**src/rtl/bus_cond_pkg.sv**
```systemverilog
package bus_cond_pkg;
   // Register indices on the plain register port
   localparam logic [3:0] ADDR_BUS_COND = 4'h0;
   localparam logic [3:0] ADDR_MODE = 4'h1;
   localparam logic [3:0] ADDR_IRQ_STATUS = 4'h2;
   localparam logic [3:0] ADDR_IRQ_MASK = 4'h3;
   // bus_condition_control fields
   localparam int BIT_BUS_OCCUPIED = 7;
   localparam int BIT_START_STOP_INHIBIT = 6;
   localparam int BIT_SDA_OUTPUT_VALUE = 5;
   localparam int BIT_SDA_WRITE_GUARD = 4;
   localparam int BIT_SCL_OUTPUT_MONITOR = 3;
   localparam int BIT_CONTROL_PART_RESET = 1;
   localparam logic [7:0] BUS_COND_FIXED_ONES = 8'h55;
   // mode register fields
   localparam int BIT_MASTER_SELECT = 5;
   localparam int BIT_TRANSMIT_SELECT = 4;
   localparam int BIT_SYNC_FORMAT = 0;
   localparam logic [7:0] MODE_RESET = 8'h00;
   // interrupt status fields
   localparam int BIT_EV_START_SEEN = 0;
   localparam int BIT_EV_STOP_SEEN = 1;
   localparam int BIT_EV_COND_DONE = 2;
   localparam logic [2:0] IRQ_RESET = 3'h0;
   // Condition timing
   localparam int CLK_PERIOD_PS = 8000;
   localparam int COND_TIME_NS = 4700;
   localparam int COND_CYCLES = (COND_TIME_NS * 1000 + CLK_PERIOD_PS - 1) / CLK_PERIOD_PS;
   localparam int SYNC_STAGES = 2;
endpackage

```
**src/rtl/bus_condition_ctrl.sv**
```systemverilog
// Added by the designer: strobed register access and the register offsets.
`timescale 1ns/10ps
// What this block does
// - SDA falls, SCL high: set bus_occupied
// - SDA rises, SCL high: clear bus_occupied
// - Clocked synchronous format: bus_occupied left alone
// - Master write occupied=1, inhibit=0 issues start
// - Master write occupied=0, inhibit=0 issues stop
// - Inhibit=1 write issues no start or stop; inhibit reads 1
// - SDA value 0 drives low, 1 releases
// - SDA value reads back driven level
// - SDA value changes only with guard 0
// - Read-only bit shows SCL output level
// - Control-part reset resets protocol, keeps registers
// - Master mode when master_select is 1
module bus_condition_ctrl
   import bus_cond_pkg::*;
#(
   parameter int COND_WAIT = COND_CYCLES
) (
   input wire logic clk,
   input wire logic srst,
   input wire logic [3:0] reg_addr,
   input wire logic [7:0] reg_wdata,
   input wire logic reg_write,
   input wire logic reg_read,
   output logic [7:0] reg_rdata,
   input wire logic scl_in,
   output logic scl_out,
   output logic scl_oe,
   input wire logic sda_in,
   output logic sda_out,
   output logic sda_oe,
   output logic irq
);

   if (COND_WAIT < 1 || COND_WAIT > 65535) begin : g_check
      $error("COND_WAIT out of range");
   end

   // Fewer stages would let a metastable level reach the edge compare
   if (SYNC_STAGES < 2) begin : g_sync_check
      $error("SYNC_STAGES below 2");
   end

   // Each step lasts COND_WAIT + 1 cycles so every line change keeps its hold time
   typedef enum logic [2:0] {
      ST_IDLE,
      ST_RS_SDA_UP,
      ST_RS_SCL_UP,
      ST_START_SDA_LOW,
      ST_START_SCL_LOW,
      ST_STOP_SDA_LOW,
      ST_STOP_SCL_UP,
      ST_STOP_SDA_UP
   } cond_state_e;

   cond_state_e state;
   // Sixteen bits; the elaboration check keeps COND_WAIT inside them
   logic [15:0] wait_cnt;
   logic [SYNC_STAGES-1:0] scl_sync;
   logic [SYNC_STAGES-1:0] sda_sync;
   logic scl_prev;
   logic sda_prev;
   logic bus_occupied;
   logic sw_sda_low;
   logic control_part_reset;
   logic [7:0] mode;
   logic fsm_sda_low;
   logic fsm_scl_low;
   logic [2:0] irq_status;
   logic [2:0] irq_mask;
   logic ev_start;
   logic ev_stop;
   logic ev_done;
   logic wr_cond;
   logic master_mode;
   logic issue_start;
   logic issue_stop;
   logic wait_over;
   logic status_read;
   logic scl_steady;
   logic watch_bus;

   // Strobe qualified by register index, shared by every write decode and the status read
   function automatic logic reg_hit(input logic strobe, input logic [3:0] addr,
      input logic [3:0] index);
      return strobe && addr == index;
   endfunction

   // Readback of the condition register: fixed ones plus live status
   function automatic logic [7:0] bus_cond_view(input logic occupied, input logic sda_low,
      input logic scl_low, input logic part_reset);
      logic [7:0] view;
      view = BUS_COND_FIXED_ONES;
      view[BIT_BUS_OCCUPIED] = occupied;
      view[BIT_SDA_OUTPUT_VALUE] = !sda_low;
      view[BIT_SCL_OUTPUT_MONITOR] = !scl_low;
      view[BIT_CONTROL_PART_RESET] = part_reset;
      return view;
   endfunction

   // Lines are open-drain: only ever pulled low
   assign sda_out = 1'b0;
   assign scl_out = 1'b0;

   // Transmit and receive both count as master mode
   assign master_mode = mode[BIT_MASTER_SELECT];
   assign wr_cond = reg_hit(reg_write, reg_addr, ADDR_BUS_COND);
   // A command reaching a busy sequencer is dropped without notice
   assign issue_start = wr_cond && master_mode && !reg_wdata[BIT_START_STOP_INHIBIT]
      && reg_wdata[BIT_BUS_OCCUPIED];
   assign issue_stop = wr_cond && master_mode && !reg_wdata[BIT_START_STOP_INHIBIT]
      && !reg_wdata[BIT_BUS_OCCUPIED];
   // Zero means the current step has run its full time
   assign wait_over = wait_cnt == 16'h0000;
   assign status_read = reg_hit(reg_read, reg_addr, ADDR_IRQ_STATUS);
   // Clocked synchronous format gives occupancy no meaning, so bus events freeze
   assign watch_bus = !mode[BIT_SYNC_FORMAT];

   // Two flops before anything looks at the pins
   always_ff @(posedge clk) begin
      if (srst) begin
         scl_sync <= '1;
         sda_sync <= '1;
      end else begin
         scl_sync <= {scl_sync[SYNC_STAGES-2:0], scl_in};
         sda_sync <= {sda_sync[SYNC_STAGES-2:0], sda_in};
      end
   end

   // One more stage keeps the last level for the edge compare
   always_ff @(posedge clk) begin
      if (srst) begin
         scl_prev <= 1'b1;
         sda_prev <= 1'b1;
      end else begin
         scl_prev <= scl_sync[SYNC_STAGES-1];
         sda_prev <= sda_sync[SYNC_STAGES-1];
      end
   end

   // Condition seen only when SCL stays high across the SDA edge
   assign scl_steady = scl_prev && scl_sync[SYNC_STAGES-1];
   assign ev_start = scl_steady && sda_prev && !sda_sync[SYNC_STAGES-1];
   assign ev_stop = scl_steady && !sda_prev && sda_sync[SYNC_STAGES-1];

   // Bus occupancy is a register, so the control-part reset leaves it alone
   always_ff @(posedge clk) begin
      if (srst) begin
         bus_occupied <= 1'b0;
      end else if (watch_bus) begin
         if (ev_start) begin
            bus_occupied <= 1'b1;
         end else if (ev_stop) begin
            bus_occupied <= 1'b0;
         end
      end
   end

   // Direct SDA control through the guarded bit
   always_ff @(posedge clk) begin
      if (srst) begin
         sw_sda_low <= 1'b0;
      end else if (wr_cond && !reg_wdata[BIT_SDA_WRITE_GUARD]) begin
         sw_sda_low <= !reg_wdata[BIT_SDA_OUTPUT_VALUE];
      end
   end

   // Not self-clearing: the sequencer stays idle until software writes 0
   always_ff @(posedge clk) begin
      if (srst) begin
         control_part_reset <= 1'b0;
      end else if (wr_cond) begin
         control_part_reset <= reg_wdata[BIT_CONTROL_PART_RESET];
      end
   end

   // Plain storage; only the master and format bits steer this slice
   always_ff @(posedge clk) begin
      if (srst) begin
         mode <= MODE_RESET;
      end else if (reg_hit(reg_write, reg_addr, ADDR_MODE)) begin
         mode <= reg_wdata;
      end
   end

   // Mask shares the status layout
   always_ff @(posedge clk) begin
      if (srst) begin
         irq_mask <= IRQ_RESET;
      end else if (reg_hit(reg_write, reg_addr, ADDR_IRQ_MASK)) begin
         irq_mask <= reg_wdata[2:0];
      end
   end

   // Start/stop sequencer; each step holds the lines for COND_WAIT + 1 cycles
   always_ff @(posedge clk) begin
      if (srst || control_part_reset) begin
         state <= ST_IDLE;
         wait_cnt <= 16'h0000;
         fsm_sda_low <= 1'b0;
         fsm_scl_low <= 1'b0;
         ev_done <= 1'b0;
      end else begin
         ev_done <= 1'b0;
         if (!wait_over) begin
            wait_cnt <= wait_cnt - 16'h0001;
         end
         unique case (state)
            ST_IDLE: begin
               if (issue_start) begin
                  wait_cnt <= 16'(COND_WAIT);
                  fsm_sda_low <= 1'b0;
                  // A held bus needs SDA up before SCL up: repeated start
                  state <= fsm_scl_low ? ST_RS_SDA_UP : ST_RS_SCL_UP;
               // From a free bus this shows a start first, then the stop
               end else if (issue_stop) begin
                  wait_cnt <= 16'(COND_WAIT);
                  fsm_sda_low <= 1'b1;
                  state <= ST_STOP_SDA_LOW;
               end
            end
            ST_RS_SDA_UP: begin
               if (wait_over) begin
                  fsm_scl_low <= 1'b0;
                  wait_cnt <= 16'(COND_WAIT);
                  state <= ST_RS_SCL_UP;
               end
            end
            ST_RS_SCL_UP: begin
               if (wait_over) begin
                  fsm_sda_low <= 1'b1;
                  wait_cnt <= 16'(COND_WAIT);
                  state <= ST_START_SDA_LOW;
               end
            end
            ST_START_SDA_LOW: begin
               if (wait_over) begin
                  fsm_scl_low <= 1'b1;
                  wait_cnt <= 16'(COND_WAIT);
                  state <= ST_START_SCL_LOW;
               end
            end
            // SCL is left held low until the next command
            ST_START_SCL_LOW: begin
               if (wait_over) begin
                  ev_done <= 1'b1;
                  state <= ST_IDLE;
               end
            end
            ST_STOP_SDA_LOW: begin
               if (wait_over) begin
                  fsm_scl_low <= 1'b0;
                  wait_cnt <= 16'(COND_WAIT);
                  state <= ST_STOP_SCL_UP;
               end
            end
            ST_STOP_SCL_UP: begin
               if (wait_over) begin
                  fsm_sda_low <= 1'b0;
                  wait_cnt <= 16'(COND_WAIT);
                  state <= ST_STOP_SDA_UP;
               end
            end
            ST_STOP_SDA_UP: begin
               if (wait_over) begin
                  ev_done <= 1'b1;
                  state <= ST_IDLE;
               end
            end
         endcase
      end
   end

   // Pin drivers registered so the readback matches the pin exactly
   always_ff @(posedge clk) begin
      if (srst) begin
         sda_oe <= 1'b0;
      end else begin
         sda_oe <= sw_sda_low || fsm_sda_low;
      end
   end

   // SCL is only ever pulled by the sequencer
   always_ff @(posedge clk) begin
      if (srst) begin
         scl_oe <= 1'b0;
      end else begin
         scl_oe <= fsm_scl_low;
      end
   end

   // Sticky events; a new event beats the clear-on-read
   always_ff @(posedge clk) begin
      if (srst) begin
         irq_status <= IRQ_RESET;
      end else begin
         for (int i = 0; i < 3; i++) begin
            if (status_read) begin
               irq_status[i] <= 1'b0;
            end
         end
         if (ev_start && watch_bus) begin
            irq_status[BIT_EV_START_SEEN] <= 1'b1;
         end
         if (ev_stop && watch_bus) begin
            irq_status[BIT_EV_STOP_SEEN] <= 1'b1;
         end
         if (ev_done) begin
            irq_status[BIT_EV_COND_DONE] <= 1'b1;
         end
      end
   end

   // Registered level, one cycle behind status and mask
   always_ff @(posedge clk) begin
      if (srst) begin
         irq <= 1'b0;
      end else begin
         irq <= |(irq_status & irq_mask);
      end
   end

   // Read data stands only in the cycle after the strobe
   always_ff @(posedge clk) begin
      if (srst) begin
         reg_rdata <= 8'h00;
      end else if (reg_read) begin
         unique case (reg_addr)
            ADDR_BUS_COND: reg_rdata <= bus_cond_view(bus_occupied, sda_oe, scl_oe,
               control_part_reset);
            ADDR_MODE: reg_rdata <= mode;
            ADDR_IRQ_STATUS: reg_rdata <= {5'h00, irq_status};
            ADDR_IRQ_MASK: reg_rdata <= {5'h00, irq_mask};
            default: reg_rdata <= 8'h00;
         endcase
      end else begin
         reg_rdata <= 8'h00;
      end
   end

endmodule // bus_condition_ctrl

```
**config.mk**
```make
export PLATFORM = sky130hd
export DESIGN_NAME = bus_condition_ctrl
export DESIGN_NICKNAME = d
export VERILOG_FILES = /design/src/rtl/bus_cond_pkg.sv /design/src/rtl/bus_condition_ctrl.sv
export SDC_FILE = /design/constraint.sdc
export NUM_CORES = 1
export LEC_CHECK = 0
export BUFFER_PORTS_ARGS = -buffer_cell sky130_fd_sc_hd__buf_4
export CORE_ASPECT_RATIO = 0.5
export CORE_MARGIN = 1.5
export CORE_UTILIZATION = 51
export DETAILED_ROUTE_END_ITERATION = 10
export GPL_TIMING_DRIVEN = 0
export HOLD_SLACK_MARGIN = 0.02
export PLACE_DENSITY = 0.78
export SLEW_MARGIN = 25
export SYNTH_ARGS = -nofsm -noshare
export SYNTH_HDL_FRONTEND = slang
export SYNTH_SLANG_ARGS = --single-unit
```
**constraint.sdc**
```tcl
create_clock -name clk -period 2.5 [get_ports clk]
set_clock_uncertainty 0.1 [all_clocks]
set_input_delay 0.5 -clock clk [delete_from_list [all_inputs] [get_ports clk]]
set_output_delay 0.5 -clock clk [all_outputs]
set_load 0.05 [all_outputs]
```
==> results of run 1 <==
flip-flops by register name, summed over array words and instances, names as in the netlist, 2 cells and up:
| signal | count |
|---|---|
| state | 3 |
| irq_status | 3 |
| sda_sync | 2 |
| scl_sync | 2 |
| mode | 8 |
| wait_cnt | 16 |
| irq_mask | 3 |
| reg_rdata | 8 |
logic make-up after synthesis:
kind of cell / Yosys count
fa+ha+maj: 3
simple gates: 107
other cells: 1
compound gates: 62
flops: 56
mux: 17
buf+inv: 26
cells in the final DEF (no fill, tap or decap), types with 6 or more instances in the layout:
cell type and count:
dfxtp_1 56, nor2_1 33, buf_4 30, a21oi_1 26
mux2i_1 16, nand2_1 12, clkbuf_1 11, or2_2 9
o21ai_0 8, inv_1 7, or4_1 7, o31ai_1 7
a31oi_1 7, or3_1 6
power breakdown:
group          switching, uW  internal (uW)  leakage [uW]
logic                    603            487      0.000633
registers                137           1010      0.000455
clock network            311            200     0.0000445
worst paths after layout:
path	from	depth (start not counted)	to	slack, ns
min	sda_in	2	sda_sync[0]	0.26
max reg2reg	wait_cnt[0]	9	wait_cnt[0]	0.15
max	wait_cnt[0]	9	wait_cnt[0]	0.15
min reg2reg	scl_sync[0]	1	scl_sync[1]	0.32
through the flow:
stage	setup WS [ns]	util (%)	setup TNS, ns
6_report	0.146	63.5	0
5_1_grt	0.00773	63.5	0
4_1_cts	0.0178	63.3	0
3_5_place_dp	-0.413	60.9	-0.886
3_3_place_gp	-0.364	60.9	-0.752
2_1_floorplan	0.0431	-	0
cell type report:
| type | instances | area, um2 |
|---|---|---|
| buffer | 17 | 81.3 |
| clock buffer | 5 | 68.8 |
| clock inverter | 3 | 21.3 |
| fill | 377 | 1640 |
| inverter | 9 | 35.0 |
| multi-input combinational | 191 | 1240 |
| sequential | 56 | 1120 |
| tap | 66 | 82.6 |
| timing repair buffer | 28 | 210 |
critical path, stage by stage, from the launching register on:
cell and delay [ns]:
dfxtp_1 0.36, inv_2 0.09, ha_1 0.15, nor4b_4 0.28, and4_4 0.28, clkinv_2 0.13
ha_1 0.33, a31oi_1 0.15, nor3_1 0.06, a2111oi_1 0.32
repair_timing:
| item | CTS | global route |
|---|---|---|
| endpoints found under the hold margin | 0 | 0 |
| setup endpoints to repair | 1 | 1 |
| buffers inserted | 0 | 1 |
| pin swaps | 0 | 2 |
| gates resized for setup | 5 | 2 |
per-layer routing:
metal	wire length, um	vias up
met5	0	-
met3	219	9
met2	2360	53
met1	2390	978
met4	84	0
li1	-	1053
==> results.py, run 1 <==
metrics = {
    "run_status": {
        "outcome": "completed",
    },
    "sta": {
        "setup_viol": 0,
        "period_share_pct": 94.2,
        "relSlewSlack_pct": 40.5,
        "tightestPinTransition_ns": 0.890,
        "fin_crit_ns": 2.35,
        "finalHoldWorstSlack_ns": 0.263,
        "rsz0062_at_grt": "false",
        "drv_slew": 0,
        "max_freq_ghz": 0.425,
        "final_hold_viol_count": 0,
    },
    "floorplan": {
        "die_h_um": 52.1,
        "die_w_um": 101,
        "core_um2": 4510,
        "rows": 17,
        "initial_core_util_pct": 54.5,
        "die_area_um2": 5270,
        "ios": 31,
    },
    "pwr": {
        "p_leak_uw": 0.00113,
        "ir_worst_vdd_uv": 457,
        "power.density_nw_per_um2": 959,
        "power.total_uw": 2750,
    },
    "global_route": {
        "grt_pass1_wl_um": 8220,
        "antenna_found_initial": 0,
        "grt_max_degree": 19,
        "overflow": 0,
        "gr-usage-met1_pct": 24.4,
        "grtUsageMet2_pct": 35.9,
        "grt_pass1_vias": 1890,
        "grtUsageTotal_pct": 20.6,
        "met3_usage_pct": 4.97,
        "busiest_layer": "met2",
    },
    "drt": {
        "drc": 0,
        "vias": 2093,
        "post_drt_via_cell_ratio": 5.58,
        "wl_per_cell_um": 13.5,
        "drtAntennaViolNets": 0,
        "wl_um": 5050,
        "firstDrtPassIters": 4,
        "initialDrtViolationCount": 101,
    },
    "synth": {
        "synthTopCellsByCount": "dfxtp_1, nor2_1, a21oi_1",
        "yosysTopAreaCell": "dfxtp_1",
        "synthMuxAreaShare_pct": 7.43,
        "synth_fa_ha_area_share_pct": 1.53,
        "synth_xor_area_share_pct": 0,
        "syn_inst": 272,
        "yosysWarnings": 0,
        "ys_seq_elements": 56,
        "synth_compound_area_share_pct": 15.6,
        "synth_ff_type": "dfxtp_1",
        "synth_cell_types": 49,
        "synthTopCellsByArea": "dfxtp_1, mux2i_1, a21oi_1",
        "synth_edf_count": 0,
        "syn_area_per_cell_um2": 9.04,
        "synth-seq-area-share_pct": 45.6,
        "synthMostInstantiatedCell": "dfxtp_1",
        "synth_top_family_by_area": "simple AND/OR/NAND/NOR gates",
        "yosys.area_share.simple_pct": 25.0,
        "synth_area_um2": 2460,
        "yosysTopAreaCellShare_pct": 45.6,
        "async_flop_share_pct": 0,
    },
    "setup_path": {
        "arrival_ns": 2.46,
        "worstSetupPathType": "reg -> reg",
        "start_kind": "flip-flop",
        "cp-end-kind": "flip-flop",
        "cp_max_fo": 8,
        "crit_required_ns": 2.61,
    },
    "final_layout": {
        "syn2layout_area_growth_pct": 16.5,
        "post-route-cell-area_um2": 2870,
        "diodes": 0,
        "final_cells": 375,
        "fin_nets": 329,
        "layout-drive-gt1-share_pct": 19.1,
    },
    "placement": {
        "placed_cells": 366,
        "io_buffers": 27,
        "place_hpwl_um": 3620,
        "place_area_um2": 2750,
        "gp_congestion": 0.816,
    },
    "clock_tree": {
        "cts.sinks": 56,
        "cts-root-buf": "clkbuf_8",
        "cts_tree": "built",
        "path_clk_slew_ns": 0.10,
        "worst_skew_pair.late_latency_ns": 0.32,
        "htree_levels": 2,
        "cts_max_path_buffers": 2,
        "cts_inserted_buffers": 5,
        "postCtsHoldBufs": 0,
    },
    "min_path": {
        "hp-class": "in -> reg",
    },
    "flow_run": {
        "maxCapViolCount": 0,
    },
}
Note: power is estimated with default switching activity, not from simulation.
==> run 2: changes to the inputs <==
--- a/config.mk
+++ b/config.mk
@@ -10,7 +10,6 @@
 export CORE_MARGIN = 1.5
 export CORE_UTILIZATION = 51
 export DETAILED_ROUTE_END_ITERATION = 10
-export GPL_TIMING_DRIVEN = 0
 export HOLD_SLACK_MARGIN = 0.02
 export PLACE_DENSITY = 0.78
 export SLEW_MARGIN = 25
==> run 2 against run 1 <==
  * Critical endpoint unchanged
  * Non-clock buffer count fell by 10
  * Final area fell by 1.3%
  * Worst setup slack improved by 0.048 ns
  * First-iteration DRC count fell by 13%
  * Via count fell by 3.5%
==> results.py, run 2 (synthesized netlist as in run 1, its figures left out) <==
metrics = {
    "drt": {
        "drc": 0,
        "vias": 2019,
        "wl_met3_um": 197,
        "initialDrtViolationCount": 88,
        "highest_layer": "met4",
        "wl_per_cell_um": 13.4,
        "post_drt_via_cell_ratio": 5.53,
        "wl_met2_um": 2240,
        "firstDrtPassIters": 4,
        "wirelength_met1_um": 2370,
        "drtAntennaViolNets": 0,
        "wl_um": 4890,
    },
    "sta": {
        "setup_tns_ns": 0,
        "finalHoldWorstSlack_ns": 0.269,
        "tightestPinTransition_ns": 0.577,
        "setup_viol": 0,
        "relSlewSlack_pct": 61.4,
        "final_hold_viol_count": 0,
        "drv_slew": 0,
        "period_share_pct": 92.2,
        "fin_crit_ns": 2.31,
        "max_freq_ghz": 0.434,
        "rsz0062_at_grt": "false",
    },
    "setup_path": {
        "worstSetupPathType": "reg -> reg",
        "r2r-end": "wait_cnt[0]",
        "cp_top_family": "simple AND/OR/NAND/NOR gates",
        "crit_path_max_incr_delay_ns": 0.37,
        "crit_top_cell": "ha_1",
        "start_kind": "flip-flop",
        "critPathSlowestCell": "a2111oi_2",
        "cp-end-kind": "flip-flop",
        "arrival_ns": 2.41,
        "crit_buf_inv": 2,
        "crit_required_ns": 2.61,
        "reg2reg_depth": 9,
        "crit_start": "wait_cnt[0]",
        "path_cells": "inv_1 > ha_1 > nor4b_2 > and4_1 > clkinv_1 > ha_1 > nand3_1 > o21ai_0 > a2111oi_2",
        "r2r_start": "wait_cnt[0]",
        "rrSetupSlack_ns": 0.19,
        "cp_max_fo": 4,
    },
    "floorplan": {
        "rows": 17,
        "die_h_um": 52.1,
        "die_area_um2": 5270,
        "die_w_um": 101,
        "core_um2": 4510,
        "ios": 31,
        "initial_core_util_pct": 54.5,
    },
    "clock_tree": {
        "post_cts_buffers": 0,
        "path_clk_slew_ns": 0.09,
        "cts_tree": "built",
        "htree_levels": 2,
        "cts-root-buf": "clkbuf_8",
        "cts_inserted_buffers": 5,
        "cts_max_path_buffers": 2,
        "worst_skew_pair.late_latency_ns": 0.31,
        "cts.sinks": 56,
    },
    "global_route": {
        "grt_pass1_vias": 1845,
        "overflow": 0,
        "grt_max_degree": 30,
        "grtUsageTotal_pct": 20.4,
        "grt_pass1_wl_um": 8270,
        "antenna_found_initial": 0,
    },
    "placement": {
        "place_hpwl_um": 3540,
        "io_buffers": 28,
        "gp_congestion": 0.904,
    },
    "pwr": {
        "p_seq_share_pct": 42.6,
        "p_int_uw": 1690,
        "p_sw_uw": 1020,
        "ir_worst_vdd_uv": 357,
        "power_frac_comb_pct": 39.4,
        "switching_share_pct": 37.5,
        "p_clk_share_pct": 18.0,
        "p_leak_uw": 0.00112,
        "power.density_nw_per_um2": 957,
    },
    "final_layout": {
        "fillCellCount": 405,
        "diodes": 0,
        "fin_nets": 319,
        "reg_top3": "wait_cnt x16, mode x8, reg_rdata x8",
        "final_cell_mix": "dfxtp_1, buf_4, nor2_1, a21oi_1, mux2i_1",
        "largest_reg_flops": 16,
        "top_register": "wait_cnt",
        "final_util_pct": 62.7,
        "mostFrequentLayoutCell": "dfxtp_1",
        "layout-drive-gt1-share_pct": 19.4,
        "syn2layout_area_growth_pct": 15.0,
    },
    "flow_run": {
        "maxCapViolCount": 0,
    },
    "min_path": {
        "hold_start": "scl_in",
        "min_path_cells": 2,
        "hp-class": "in -> reg",
        "holdPathEnd": "scl_sync[0]",
    },
    "run_status": {
        "outcome": "completed",
    },
}
[run 2: through the flow]
| stage | worst slack, ns | std cells | total power [uW] | area, um2 |
|---|---|---|---|---|
| after CTS | 0.0703 | 365 | 2700 | 2820 |
| after detailed placement | 0.0355 | 357 | 2210 | 2730 |
| after global placement | 0.315 | 357 | 2150 | 2730 |
| final | 0.194 | 365 | 2710 | 2830 |
| after global routing | 0.00285 | 365 | 2920 | 2830 |
| after floorplan | 0.0431 | 273 | 1930 | 2460 |
[run 2: worst reg2reg max path, cell delays in order (launching register included)]
cell       delay (ns)
dfxtp_1          0.35
inv_1            0.12
ha_1             0.15
nor4b_2          0.24
and4_1           0.27
clkinv_1         0.09
ha_1             0.31
nand3_1          0.09
o21ai_0          0.11
a2111oi_2        0.37
[run 2: area by class of cell]
| class | count | area, um2 | area share (%) |
|---|---|---|---|
| Clock buffer | 6 | 72.6 | 2.57 |
| Sequential cell | 56 | 1120 | 39.6 |
| Clock inverter | 2 | 16.3 | 0.575 |
| Inverter | 9 | 33.8 | 1.19 |
| Timing Repair Buffer | 35 | 263 | 9.29 |
| Multi-Input combinational cell | 191 | 1240 | 43.8 |
| Tap cell | 66 | 82.6 | 2.92 |
[run 2: worst max path at each step]
stage,endpoint,slack [ns],cells after the start
after floorplan,wait_cnt[0],0.04,9
after global placement,wait_cnt[0],0.31,9
after detailed placement,wait_cnt[0],0.04,9
after CTS,wait_cnt[0],0.07,9
after global routing,wait_cnt[0],0.003,9
final,wait_cnt[0],0.19,9
[run 2: timing repair]
item,in CTS,in global routing
setup endpoints to repair,1,1
hold buffers,0,0
gates resized for setup,1,2
[run 2: metal layers]
layer  vias to the layer above  GRT usage, %
li1                       1029             -
met1                       941          24.8
met2                        41          36.5
met3                         8          4.44
met4                         0          6.94
met5                         -             0
[run 2: power by group through the flow]
stage,logic (uW),registers [uW],clock network [uW]
2_1_floorplan,802,1130,0
3_3_place_gp,992,1160,0
3_5_place_dp,1040,1170,0
4_1_cts,1050,1150,498
5_1_grt,1210,1180,536
6_report,1070,1150,487
==> run 3: changes to the inputs <==
--- a/config.mk
+++ b/config.mk
@@ -7,7 +7,6 @@
 export LEC_CHECK = 0
 export BUFFER_PORTS_ARGS = -buffer_cell sky130_fd_sc_hd__buf_4
 export CORE_ASPECT_RATIO = 0.5
-export CORE_MARGIN = 1.5
 export CORE_UTILIZATION = 51
 export DETAILED_ROUTE_END_ITERATION = 10
 export HOLD_SLACK_MARGIN = 0.02
==> run 3 against run 2 <==
  * Register-to-register slack improved by 0.03 ns
  * Final cell count did not move
  * Highest routed layer unchanged
  * First-iteration DRC count stayed put
  * Final area shrank 0.18%
  * Clock power increased by 1%
  * Largest cell class unchanged
  * Critical path depth stayed put
  * Global-route usage fell by 0.58 points
  * Fmax grew 1.4%
  * Combinational power about the same
  * Sequential power about the same
  * Critical path type unchanged
==> results.py, run 3 (synthesized netlist as in run 1, its figures left out) <==
metrics = {
    "sta": {
        "tightestPinTransition_ns": 0.616,
        "fin_crit_ns": 2.27,
        "final_hold_viol_count": 0,
        "relSlewSlack_pct": 58.8,
        "setup_viol": 0,
        "drv_slew": 0,
        "finalHoldWorstSlack_ns": 0.268,
        "max_freq_ghz": 0.440,
        "setup_tns_ns": 0,
        "period_share_pct": 90.9,
        "rsz0062_at_grt": "false",
    },
    "setup_path": {
        "start_kind": "flip-flop",
        "r2r_start": "wait_cnt[0]",
        "cp-end-kind": "flip-flop",
        "reg2reg_depth": 9,
        "worstSetupPathType": "reg -> reg",
        "arrival_ns": 2.37,
        "crit_start": "wait_cnt[0]",
        "cp_max_fo": 4,
        "rrSetupSlack_ns": 0.23,
        "crit_end": "wait_cnt[0]",
        "r2r-end": "wait_cnt[0]",
        "crit_required_ns": 2.60,
    },
    "drt": {
        "post_drt_via_cell_ratio": 5.60,
        "vias": 2043,
        "wl_um": 4860,
        "firstDrtPassIters": 5,
        "drc": 0,
        "drtAntennaViolNets": 0,
        "wl_per_cell_um": 13.3,
        "initialDrtViolationCount": 88,
    },
    "clock_tree": {
        "cts_max_path_buffers": 2,
        "postCtsHoldBufs": 0,
        "cts.sinks": 56,
        "path_clk_slew_ns": 0.09,
        "cts_tree": "built",
        "worst_skew_pair.late_latency_ns": 0.31,
        "cts-root-buf": "clkbuf_8",
        "cts_inserted_buffers": 5,
        "htree_levels": 2,
    },
    "global_route": {
        "grt_max_degree": 30,
        "grt_pass1_wl_um": 7940,
        "gr-usage-met1_pct": 24.7,
        "grtUsageMet2_pct": 34.2,
        "overflow": 0,
        "antenna_found_initial": 0,
        "grt_pass1_vias": 1786,
        "grtUsageTotal_pct": 19.8,
        "busiest_layer": "met2",
        "met3_usage_pct": 4.79,
    },
    "run_status": {
        "outcome": "completed",
    },
    "floorplan": {
        "die_h_um": 51.1,
        "die_area_um2": 5120,
        "ios": 31,
        "rows": 17,
        "core_um2": 4510,
        "initial_core_util_pct": 54.5,
        "die_w_um": 100,
    },
    "pwr": {
        "p_seq_share_pct": 42.5,
        "p_leak_uw": 0.00112,
        "switching_share_pct": 37.8,
        "p_clk_share_pct": 18.1,
        "power.total_uw": 2720,
        "power_frac_comb_pct": 39.4,
        "p_sw_uw": 1030,
        "p_int_uw": 1690,
        "ir_worst_vdd_uv": 429,
        "power.density_nw_per_um2": 962,
    },
    "final_layout": {
        "fillCellCount": 400,
        "mostFrequentLayoutCell": "dfxtp_1",
        "fin_nets": 319,
        "syn2layout_area_growth_pct": 14.8,
        "top_register": "wait_cnt",
        "layout-drive-gt1-share_pct": 19.1,
        "reg_top3": "wait_cnt x16, mode x8, reg_rdata x8",
        "regArea_um2": 1120,
        "final_cell_mix": "dfxtp_1, buf_4, nor2_1, a21oi_1, mux2i_1",
        "multiInputGateArea_um2": 1230,
        "largest_reg_flops": 16,
        "diodes": 0,
    },
    "placement": {
        "gp_congestion": 0.892,
        "place_hpwl_um": 3440,
        "io_buffers": 28,
    },
    "min_path": {
        "hp-class": "in -> reg",
    },
    "flow_run": {
        "maxCapViolCount": 0,
    },
}
## run 3: cell counts in the layout (fill, tap and decap cells not counted)
No cell type changed its count.
## run 3: what timing repair did
| item | 4_1_cts | 5_1_grt |
|---|---|---|
| setup endpoints to repair | 0 | 1 |
| buffers inserted | 0 | 0 |
| resized for setup | 0 | 2 |
## run 3: critical path, cell delays in order, from the launching register on
cell       delay [ns]
dfxtp_1          0.35
inv_1            0.12
ha_1             0.16
nor4b_2          0.21
and4_1           0.26
clkinv_1         0.09
ha_1             0.30
nand3_1          0.08
o21ai_0          0.08
a2111oi_1        0.40
## run 3: stage by stage
| step | worst slack, ns | instances | util [%] | cell area, um2 |
|---|---|---|---|---|
| 3_3_place_gp | 0.313 | 357 | 60.5 | 2730 |
| 3_5_place_dp | 0.152 | 357 | 60.5 | 2730 |
| 2_1_floorplan | 0.0431 | 273 | - | 2460 |
| 4_1_cts | 0.0966 | 365 | 62.4 | 2820 |
| 5_1_grt | 0.00586 | 365 | 62.6 | 2820 |
| 6_report | 0.227 | 365 | 62.6 | 2820 |
## run 3: worst min path at each step
| stage | startpoint | to | cells past startpoint |
|---|---|---|---|
| 3_5_place_dp | sda_sync[0] | sda_sync[1] | 1 |
| 6_report | sda_in | sda_sync[0] | 2 |
| 2_1_floorplan | scl_sync[0] | scl_sync[1] | 1 |
| 3_3_place_gp | scl_sync[0] | scl_sync[1] | 1 |
| 5_1_grt | sda_in | sda_sync[0] | 2 |
| 4_1_cts | sda_in | sda_sync[0] | 2 |
## run 3: metal layers
layer	wire length, um	vias up	part of all wire (%)
met5	0	-	0
li1	-	1030	-
met4	63	0	1.3
met3	213	8	4.4
met2	2190	50	45
met1	2400	955	49
## run 3: power by group through the flow
stage                     combinational (uW)  clock, uW  sequential (uW)
after floorplan                          802          0             1130
after global placement                   993          0             1160
after detailed placement                1040          0             1170
after CTS                               1050        501             1150
after global routing                    1200        539             1170
final                                   1070        493             1150
## run 3: layout make-up
class	instances	area share (%)
clock inverter	2	0.576
timing repair buffer	35	9.31
multi-input combinational	191	43.7
tap	66	2.93
inverter	9	1.20
sequential	56	39.7
clock buffer	6	2.57
